**src/irq_decode_consts.svh**
```systemverilog
`ifndef IRQ_DECODE_CONSTS_SVH
`define IRQ_DECODE_CONSTS_SVH

// ----------------------------------------
// register byte offsets
// ----------------------------------------
`define LEGACY_STATUS_OFS 12'h160
`define LEGACY_MASK_OFS 12'h164
`define ERR_CTRL_OFS 12'h168
`define MSI_STATUS_LOW_OFS 12'h170
`define MSI_STATUS_HIGH_OFS 12'h174
`define MSI_MASK_LOW_OFS 12'h178
`define MSI_MASK_HIGH_OFS 12'h17c
`define EVT_STATUS_OFS 12'h180
`define EVT_MASK_OFS 12'h184
`define DECODE_CFG_OFS 12'h188

// ----------------------------------------
// field positions
// ----------------------------------------
`define LEGACY_LSB 16
`define LEGACY_MSB 19
`define ERR_UNCORR_BIT 0
`define ERR_CORR_BIT 1
`define EVT_MSI_BIT 0
`define EVT_LEGACY_BIT 1
`define EVT_UNCORR_BIT 2
`define EVT_CORR_BIT 3
`define CFG_DECODE_BIT 0
`define CFG_ROOT_BIT 1

// ----------------------------------------
// reset values
// ----------------------------------------
`define WORD_RESET 32'h0000_0000
`define NIBBLE_RESET 4'h0
`define PAIR_RESET 2'h0

`endif

```
**src/irq_decode_pkg.sv**
```systemverilog
package irq_decode_pkg;

	typedef struct packed {
		logic [31:0] status;
	} bank_state_t;

	typedef struct packed {
		logic [3:0] aer_uncorr_set;
		logic [3:0] aer_corr_set;
		logic err_msg_uncorr;
		logic err_msg_corr;
	} err_state_t;

	typedef struct packed {
		logic [3:0] legacy_status;
		logic [3:0] legacy_mask;
		logic [31:0] msi_mask_low;
		logic [31:0] msi_mask_high;
		logic [1:0] err_ctrl;
		logic [3:0] evt_status;
		logic [3:0] evt_mask;
		logic decode_en;
		logic [31:0] rdata;
		logic [31:0] msi_low_out;
		logic [31:0] msi_high_out;
		logic legacy_out;
		logic irq;
	} top_state_t;

	// sticky update, set wins over clear
	function automatic logic [31:0] w1c_update(input logic [31:0] cur,
		input logic [31:0] set, input logic [31:0] clr);
		w1c_update = (cur & ~clr) | set;
	endfunction

endpackage

```
**src/internal_error_report.sv**
```systemverilog
`timescale 1ns/1ps
`default_nettype none

module internal_error_report (
	// clock and reset
	input wire logic sys_clk,
	input wire logic nrst,
	// one-cycle report pulses
	input wire logic uncorr_pulse,
	input wire logic corr_pulse,
	// core configuration
	input wire logic [3:0] func_enable,
	input wire logic err_msg_enable,
	// aer status set and message requests
	output logic [3:0] aer_uncorr_set,
	output logic [3:0] aer_corr_set,
	output logic err_msg_uncorr,
	output logic err_msg_corr
);

	irq_decode_pkg::err_state_t state;
	irq_decode_pkg::err_state_t next_state;

	always_comb begin
		next_state = state;
		// every enabled function, not function-specific
		next_state.aer_uncorr_set = uncorr_pulse ? func_enable : 4'h0;
		next_state.err_msg_uncorr = uncorr_pulse & err_msg_enable;
		next_state.aer_corr_set = corr_pulse ? func_enable : 4'h0;
		next_state.err_msg_corr = corr_pulse & err_msg_enable;
	end

	always_ff @(posedge sys_clk) begin
		if (!nrst) begin
			state.aer_uncorr_set <= 4'h0;
			state.aer_corr_set <= 4'h0;
			state.err_msg_uncorr <= 1'b0;
			state.err_msg_corr <= 1'b0;
		end else begin
			state <= next_state;
		end
	end

	assign aer_uncorr_set = state.aer_uncorr_set;
	assign aer_corr_set = state.aer_corr_set;
	assign err_msg_uncorr = state.err_msg_uncorr;
	assign err_msg_corr = state.err_msg_corr;

endmodule

`default_nettype wire

```
**src/msi_status_bank.sv**
```systemverilog
`timescale 1ns/1ps
`default_nettype none

module msi_status_bank (
	// clock and reset
	input wire logic sys_clk,
	input wire logic nrst,
	// set and clear vectors
	input wire logic [31:0] set_vec,
	input wire logic [31:0] clr_vec,
	// pending vectors
	output logic [31:0] status
);

	irq_decode_pkg::bank_state_t state;
	irq_decode_pkg::bank_state_t next_state;

	always_comb begin
		next_state = state;
		next_state.status = irq_decode_pkg::w1c_update(state.status, set_vec,
			clr_vec);
	end

	always_ff @(posedge sys_clk) begin
		if (!nrst) begin
			state.status <= 32'h0000_0000;
		end else begin
			state <= next_state;
		end
	end

	assign status = state.status;

endmodule

`default_nettype wire

```
**src/root_port_irq_decode_and_error_report.sv**
```systemverilog
// Behaviour
// - in decode mode the legacy mask picks which lines feed the aggregate.
// - legacy mask bits 16..19 enable lines a..d, other bits reserved.
// - the legacy mask and both msi masks reset to zero.
// - low msi status bit x is vector x pending, a written one clears it.
// - high msi status bit x is vector x+32 pending, a written one clears it.
// - msi status reads return zero when the core is not a root port.
// - in decode mode low msi mask bit x gates vector x on the low bus.
// - in decode mode high msi mask bit x gates vector x+32 on the high bus.
// - a one on control bit 0 sets uncorrectable status and messages.
// - a one on control bit 1 sets correctable status and messages.
// - each control bit stands one cycle after the write, then clears.
// - a legacy line status sets on assert and clears on deassert.
//
// The address-and-strobe port is this design's own decision.
`include "irq_decode_consts.svh"
`timescale 1ns/1ps
`default_nettype none

module root_port_irq_decode_and_error_report (
	// clock and reset
	input wire logic sys_clk,
	input wire logic nrst,
	// register port
	input wire logic [11:0] reg_addr,
	input wire logic [31:0] reg_wdata,
	input wire logic reg_wr,
	input wire logic reg_rd,
	output logic [31:0] reg_rdata,
	// incoming interrupt messages
	input wire logic msg_valid,
	input wire logic msg_is_msi,
	input wire logic [5:0] msg_vector,
	input wire logic [1:0] msg_line,
	input wire logic msg_assert,
	// core configuration
	input wire logic root_port_mode,
	input wire logic [3:0] func_enable,
	input wire logic err_msg_enable,
	// decoded interrupt outputs
	output logic [31:0] msi_low_vector_output,
	output logic [31:0] msi_high_vector_output,
	output logic legacy_irq_out,
	output logic irq,
	// error reporting
	output wire logic [3:0] aer_uncorr_set,
	output wire logic [3:0] aer_corr_set,
	output wire logic err_msg_uncorr,
	output wire logic err_msg_corr
);

	// ----------------------------------------
	// state
	// ----------------------------------------
	irq_decode_pkg::top_state_t state;
	irq_decode_pkg::top_state_t next_state;

	logic [31:0] msi_status_low;
	logic [31:0] msi_status_high;
	logic [31:0] msi_set_low;
	logic [31:0] msi_set_high;
	logic [31:0] msi_clr_low;
	logic [31:0] msi_clr_high;
	logic msi_msg;
	logic legacy_msg;
	logic [31:0] vec_onehot;

	// ----------------------------------------
	// write decode helper
	// ----------------------------------------
	function automatic logic wr_hit(input logic [11:0] ofs);
		wr_hit = reg_wr && (reg_addr == ofs);
	endfunction

	// ----------------------------------------
	// msi vector demux
	// ----------------------------------------
	always_comb begin
		msi_msg = msg_valid && msg_is_msi;
		legacy_msg = msg_valid && !msg_is_msi;
		vec_onehot = 32'h0000_0001 << msg_vector[4:0];
		msi_set_low = (msi_msg && !msg_vector[5]) ? vec_onehot
			: 32'h0000_0000;
		msi_set_high = (msi_msg && msg_vector[5]) ? vec_onehot
			: 32'h0000_0000;
		msi_clr_low = wr_hit(`MSI_STATUS_LOW_OFS) ? reg_wdata
			: 32'h0000_0000;
		msi_clr_high = wr_hit(`MSI_STATUS_HIGH_OFS) ? reg_wdata
			: 32'h0000_0000;
	end

	msi_status_bank low_bank (
		.sys_clk(sys_clk),
		.nrst(nrst),
		.set_vec(msi_set_low),
		.clr_vec(msi_clr_low),
		.status(msi_status_low)
	);

	msi_status_bank high_bank (
		.sys_clk(sys_clk),
		.nrst(nrst),
		.set_vec(msi_set_high),
		.clr_vec(msi_clr_high),
		.status(msi_status_high)
	);

	// ----------------------------------------
	// next state
	// ----------------------------------------
	always_comb begin
		logic [31:0] evt_set;
		logic [31:0] evt_clr;
		logic [31:0] evt_next;
		evt_set = 32'h0000_0000;
		evt_clr = 32'h0000_0000;
		evt_next = 32'h0000_0000;
		next_state = state;

		// legacy line level follows assert and deassert messages
		if (legacy_msg) begin
			next_state.legacy_status[msg_line] = msg_assert;
		end

		// mask and config writes, reserved bits dropped
		if (wr_hit(`LEGACY_MASK_OFS)) begin
			next_state.legacy_mask =
				reg_wdata[`LEGACY_MSB:`LEGACY_LSB];
		end
		if (wr_hit(`MSI_MASK_LOW_OFS)) begin
			next_state.msi_mask_low = reg_wdata;
		end
		if (wr_hit(`MSI_MASK_HIGH_OFS)) begin
			next_state.msi_mask_high = reg_wdata;
		end
		if (wr_hit(`EVT_MASK_OFS)) begin
			next_state.evt_mask = reg_wdata[3:0];
		end
		if (wr_hit(`DECODE_CFG_OFS)) begin
			next_state.decode_en = reg_wdata[`CFG_DECODE_BIT];
		end

		// control bits live only in the cycle after the write
		next_state.err_ctrl = `PAIR_RESET;
		if (wr_hit(`ERR_CTRL_OFS)) begin
			next_state.err_ctrl = reg_wdata[1:0];
		end

		// event status, set wins over a same-cycle clear
		evt_set[`EVT_MSI_BIT] = msi_msg;
		evt_set[`EVT_LEGACY_BIT] = legacy_msg && msg_assert;
		evt_set[`EVT_UNCORR_BIT] = state.err_ctrl[`ERR_UNCORR_BIT];
		evt_set[`EVT_CORR_BIT] = state.err_ctrl[`ERR_CORR_BIT];
		if (wr_hit(`EVT_STATUS_OFS)) begin
			evt_clr = reg_wdata;
		end
		evt_next = irq_decode_pkg::w1c_update({28'h000_0000,
			state.evt_status}, evt_set, evt_clr);
		next_state.evt_status = evt_next[3:0];
		next_state.irq = |(evt_next[3:0] & next_state.evt_mask);

		// decoded outputs, all quiet outside decode mode
		if (state.decode_en) begin
			next_state.msi_low_out = msi_status_low
				& state.msi_mask_low;
			next_state.msi_high_out = msi_status_high
				& state.msi_mask_high;
			next_state.legacy_out = |(state.legacy_status
				& state.legacy_mask);
		end else begin
			next_state.msi_low_out = 32'h0000_0000;
			next_state.msi_high_out = 32'h0000_0000;
			next_state.legacy_out = 1'b0;
		end

		// read data stands only in the cycle after the strobe
		next_state.rdata = 32'h0000_0000;
		if (reg_rd) begin
			case (reg_addr)
				`LEGACY_STATUS_OFS: begin
					if (root_port_mode) begin
						next_state.rdata[`LEGACY_MSB:`LEGACY_LSB] =
							state.legacy_status;
					end
				end
				`LEGACY_MASK_OFS: begin
					next_state.rdata[`LEGACY_MSB:`LEGACY_LSB] =
						state.legacy_mask;
				end
				`ERR_CTRL_OFS: begin
					next_state.rdata[1:0] = state.err_ctrl;
				end
				`MSI_STATUS_LOW_OFS: begin
					next_state.rdata = root_port_mode ? msi_status_low
						: 32'h0000_0000;
				end
				`MSI_STATUS_HIGH_OFS: begin
					next_state.rdata = root_port_mode ? msi_status_high
						: 32'h0000_0000;
				end
				`MSI_MASK_LOW_OFS: begin
					next_state.rdata = state.msi_mask_low;
				end
				`MSI_MASK_HIGH_OFS: begin
					next_state.rdata = state.msi_mask_high;
				end
				`EVT_STATUS_OFS: begin
					next_state.rdata[3:0] = state.evt_status;
				end
				`EVT_MASK_OFS: begin
					next_state.rdata[3:0] = state.evt_mask;
				end
				`DECODE_CFG_OFS: begin
					next_state.rdata[`CFG_DECODE_BIT] = state.decode_en;
					next_state.rdata[`CFG_ROOT_BIT] = root_port_mode;
				end
				default: begin
					next_state.rdata = 32'h0000_0000;
				end
			endcase
		end
	end

	// ----------------------------------------
	// registers
	// ----------------------------------------
	always_ff @(posedge sys_clk) begin
		if (!nrst) begin
			state.legacy_status <= `NIBBLE_RESET;
			state.legacy_mask <= `NIBBLE_RESET;
			state.msi_mask_low <= `WORD_RESET;
			state.msi_mask_high <= `WORD_RESET;
			state.err_ctrl <= `PAIR_RESET;
			state.evt_status <= `NIBBLE_RESET;
			state.evt_mask <= `NIBBLE_RESET;
			state.decode_en <= 1'b0;
			state.rdata <= `WORD_RESET;
			state.msi_low_out <= `WORD_RESET;
			state.msi_high_out <= `WORD_RESET;
			state.legacy_out <= 1'b0;
			state.irq <= 1'b0;
		end else begin
			state <= next_state;
		end
	end

	// ----------------------------------------
	// error reporting
	// ----------------------------------------
	internal_error_report err_report (
		.sys_clk(sys_clk),
		.nrst(nrst),
		.uncorr_pulse(state.err_ctrl[`ERR_UNCORR_BIT]),
		.corr_pulse(state.err_ctrl[`ERR_CORR_BIT]),
		.func_enable(func_enable),
		.err_msg_enable(err_msg_enable),
		.aer_uncorr_set(aer_uncorr_set),
		.aer_corr_set(aer_corr_set),
		.err_msg_uncorr(err_msg_uncorr),
		.err_msg_corr(err_msg_corr)
	);

	// ----------------------------------------
	// outputs
	// ----------------------------------------
	assign reg_rdata = state.rdata;
	assign msi_low_vector_output = state.msi_low_out;
	assign msi_high_vector_output = state.msi_high_out;
	assign legacy_irq_out = state.legacy_out;
	assign irq = state.irq;

endmodule

`default_nettype wire

```
**config.mk**
```make
export PLATFORM = sky130hd
export DESIGN_NAME = root_port_irq_decode_and_error_report
export DESIGN_NICKNAME = d
export VERILOG_FILES = /design/src/irq_decode_pkg.sv /design/src/internal_error_report.sv /design/src/msi_status_bank.sv /design/src/root_port_irq_decode_and_error_report.sv
export VERILOG_INCLUDE_DIRS = /design/src /design/src/src
export SDC_FILE = /design/constraint.sdc
export NUM_CORES = 1
export LEC_CHECK = 0
export BUFFER_PORTS_ARGS = -buffer_cell sky130_fd_sc_hd__buf_2
export CAP_MARGIN = 20
export CORE_MARGIN = 1.5
export CORE_UTILIZATION = 30
export CTS_BUF_LIST = sky130_fd_sc_hd__clkbuf_16
export CTS_CLUSTER_SIZE = 20
export DETAILED_ROUTE_END_ITERATION = 16
export PLACE_DENSITY = 0.57
export REMOVE_ABC_BUFFERS = 1
export SLEW_MARGIN = 0
export SYNTH_ARGS = -nofsm -noshare
export SYNTH_HDL_FRONTEND = slang
export SYNTH_SLANG_ARGS = --single-unit
```
**constraint.sdc**
```tcl
create_clock -name sys_clk -period 5.8 [get_ports sys_clk]
set_input_delay 1.16 -clock sys_clk [delete_from_list [all_inputs] [get_ports sys_clk]]
set_output_delay 1.16 -clock sys_clk [all_outputs]
set_load 0.03 [all_outputs]
```
==> results.py <==
metrics = {
    "status": {
        "outcome": "finished, final reports clean",
    },
    "yosys": {
        "synth_edf_count": 0,
        "syn-cell-area_um2": 10600,
        "avgSynthCellArea_um2": 9.29,
        "synthCells": 1142,
        "synth_flop_cell": "dfxtp_1",
        "async_reset_ff_share_pct": 0,
        "netlist_top_cells_area": "dfxtp_1 (48%), a21boi_0 (8.0%), buf_4 (7.2%)",
        "synth_area_leader_cell": "dfxtp_1",
        "synth_top_area_share_pct": 48.1,
        "synth_warnings": 0,
        "ys_seq_elements": 255,
        "yosysSeqAreaShare_pct": 48.1,
        "ys_types": 50,
    },
    "power_and_ir_drop": {
        "clockPowerShare_pct": 48.3,
        "swShare_pct": 22.0,
        "pwr-share-comb_pct": 3.2,
        "leakage_nw": 4.89,
        "seqPwrFrac_pct": 48.5,
        "p_per_area_nw_per_um2": 301,
        "p_switching_uw": 797,
        "irDropWorstVdd_mv": 0.203,
        "intPower_mw": 2.83,
    },
    "placement": {
        "dpl.hpwl_mm": 20.6,
        "portBuffers": 172,
        "placed_area_um2": 11100,
        "place_inst": 1613,
        "place.gp.congestion": 0.785,
    },
    "critical_path": {
        "cp-start-kind": "primary input",
        "crit_slowest_cell": "or4b_1",
        "worstPathArrival_ps": 3920,
        "required_ps": 6220,
        "crit_type": "in -> reg",
        "end_kind": "flip-flop",
        "crit_chain": "buf_2 > or4b_1 > nor4_4 > buf_4 > and2_1 > buf_4 > a21boi_0 > o21a_1",
        "path_max_fanout": 29,
        "slowest_delay_ps": 600,
        "cp_common_cell": "buf_4",
        "worstSetupStartpoint": "reg_addr[2]",
        "reg2reg_from": "state[106]",
    },
    "cts": {
        "cts_root_buffer": "clkbuf_16",
        "tritoncts": "built",
        "clk_latency_ps": 540,
        "post_cts_resized": 0,
        "clk_pin_slew_ps": 60,
        "clkSinkCount": 255,
        "clock_path_buffers": 3,
        "cts.hold.buffers_added": 0,
        "cts_setup_buffers": 0,
        "cts_made_buffers": 29,
        "h-tree-depth": 1,
    },
    "global_routing": {
        "grt_antenna_before_repair": 8,
        "grt_pass1_wl_mm": 47.6,
        "grt_pass1_vias": 8171,
        "overflow": 0,
        "grt_max_degree": 86,
        "track_usage_pct": 16.6,
    },
    "hold_path": {
        "holdCritPathClass": "reg -> reg",
        "min_from": "state[168]",
    },
    "layout": {
        "postLayoutCellArea_um2": 12000,
        "n_fill_cell": 3641,
        "syn2layout_area_growth_pct": 13.5,
        "stdcell_count": 1669,
        "drive_gt1_share_pct": 21.1,
        "layout_common_cells": "dfxtp_1 (255), buf_2 (172), nand2_1 (162)",
        "multi_input_area_um2": 4460,
        "layout_commonest_cell": "dfxtp_1",
        "fin_nets": 1256,
        "register_area_um2": 5100,
    },
    "floorplan": {
        "design.core.area_um2": 34700,
        "die_x_um": 191,
        "initial_utilization_pct": 30.6,
        "num_rows": 68,
        "dieArea_um2": 36500,
        "ios": 173,
        "die_h_um": 191,
    },
    "sta": {
        "relSlewSlack_pct": 45.2,
        "grt_setup_unrepaired": "false",
        "tightestPinTransition_ps": 821,
        "fin_skew_ps": 10.4,
        "setup_violations": 0,
        "fmax_ghz": 0.287,
        "hold_viol_final": 0,
        "fin_crit_sh_pct": 60.2,
        "period_needed_ps": 3490,
        "fin_tns_setup_ps": 0,
        "drv_slew": 0,
    },
    "routing": {
        "dr.pass1.iters": 5,
        "post-route-drc-count": 0,
        "final_antenna_net_count": 0,
        "vias_per_cell": 4.87,
        "routedWlPerCell_um": 18.6,
        "vias": 8131,
        "drt_iter0_drc": 546,
        "drt-total-wl_mm": 31.0,
    },
    "job": {
        "maxCapViolations": 0,
    },
}
kinds of logic (layout without fill, tap and decap cells):
kind of cell           Yosys count  count (layout)  share of synthesized area [%]
other                            0               3                              0
AND/OR/NAND/NOR                400             400                           18.8
flip-flops                     255             255                           48.1
AO/OA/AOI/OAI                  296             296                           21.2
buffers and inverters          174             243                           10.2
multiplexers                    17              17                           1.65
through the flow:
step	util, %	hold slack, ps	worst slack (ps)	total power [mW]
2_1_floorplan	-	439	1590	1.83
3_3_place_gp	32.0	448	1850	1.91
3_5_place_dp	32.0	455	1710	1.91
4_1_cts	34.6	463	2260	3.67
5_1_grt	34.7	483	2080	3.75
6_report	34.7	464	2310	3.62
area by class of cell:
| class | instances | share of cell area [%] |
|---|---|---|
| Antenna cell | 3 | 0.0623 |
| Clock buffer | 29 | 6.03 |
| Clock inverter | 22 | 1.45 |
| Inverter | 5 | 0.156 |
| Multi-Input combinational cell | 713 | 37.0 |
| Sequential cell | 255 | 42.4 |
| Tap cell | 455 | 4.73 |
| Timing Repair Buffer | 187 | 8.19 |
power groups by stage:
stage | logic, mW | clock network [mW] | registers (mW)
finish | 0.116 | 1.75 | 1.76
global route | 0.126 | 1.87 | 1.76
detailed placement | 0.116 | 0 | 1.80
CTS | 0.116 | 1.80 | 1.76
floorplan | 0.0372 | 0 | 1.80
global placement | 0.114 | 0 | 1.80
synthesized netlist by cell type (all sizes together), types with 2 or more instances:
cell type,count
a21boi,135
a21oi,13
a221oi,4
a222oi,13
a22o,29
a22oi,17
a31oi,4
a32o,3
and2,8
and2b,5
and3,75
buf,124
clkbuf,45
dfxtp,255
inv,4
mux2,4
mux2i,13
nand2,162
nand2b,7
nand3,5
nand3b,2
nand4,7
nand4b,3
nor2,67
nor2b,9
nor3,20
nor4,7
o21a,65
o21ai,5
o22ai,4
or2,13
or4b,5
metal layers:
layer | track usage (%) | part of all wire, % | vias to the layer above | wire, µm
met5 | 0 | 0.16 | - | 50
met4 | 3.76 | 1.7 | 8 | 527
met3 | 3.41 | 5.7 | 47 | 1750
met2 | 27.5 | 46 | 221 | 14200
met1 | 22.2 | 47 | 3872 | 14500
li1 | - | - | 3983 | -
flip-flops by register name, indices dropped and copies added, names as in the netlist:
name                       count
irq                            1
low_bank.status               32
legacy_irq_out                 1
err_report.aer_corr_set        4
msi_low_vector_output         32
high_bank.status              32
state                         83
reg_rdata                     32
msi_high_vector_output        32
err_report.err_msg_corr        1
err_report.aer_uncorr_set      4
err_report.err_msg_uncorr      1
worst max-delay path: cells and delay by family:
kind	cells	cell delay, ps
AO/OA/AOI/OAI	2	320
buffers and inverters	3	1050
AND/OR/NAND/NOR	3	1370
worst paths after layout:
check / to / slack, ps / depth (start not counted)
min reg2reg: state[168] / 460 / 2
min: state[168] / 460 / 2
max reg2reg: reg_rdata[3] / 4310 / 4
max: high_bank.status[22] / 2310 / 8
(Power assumes the default switching activity.)
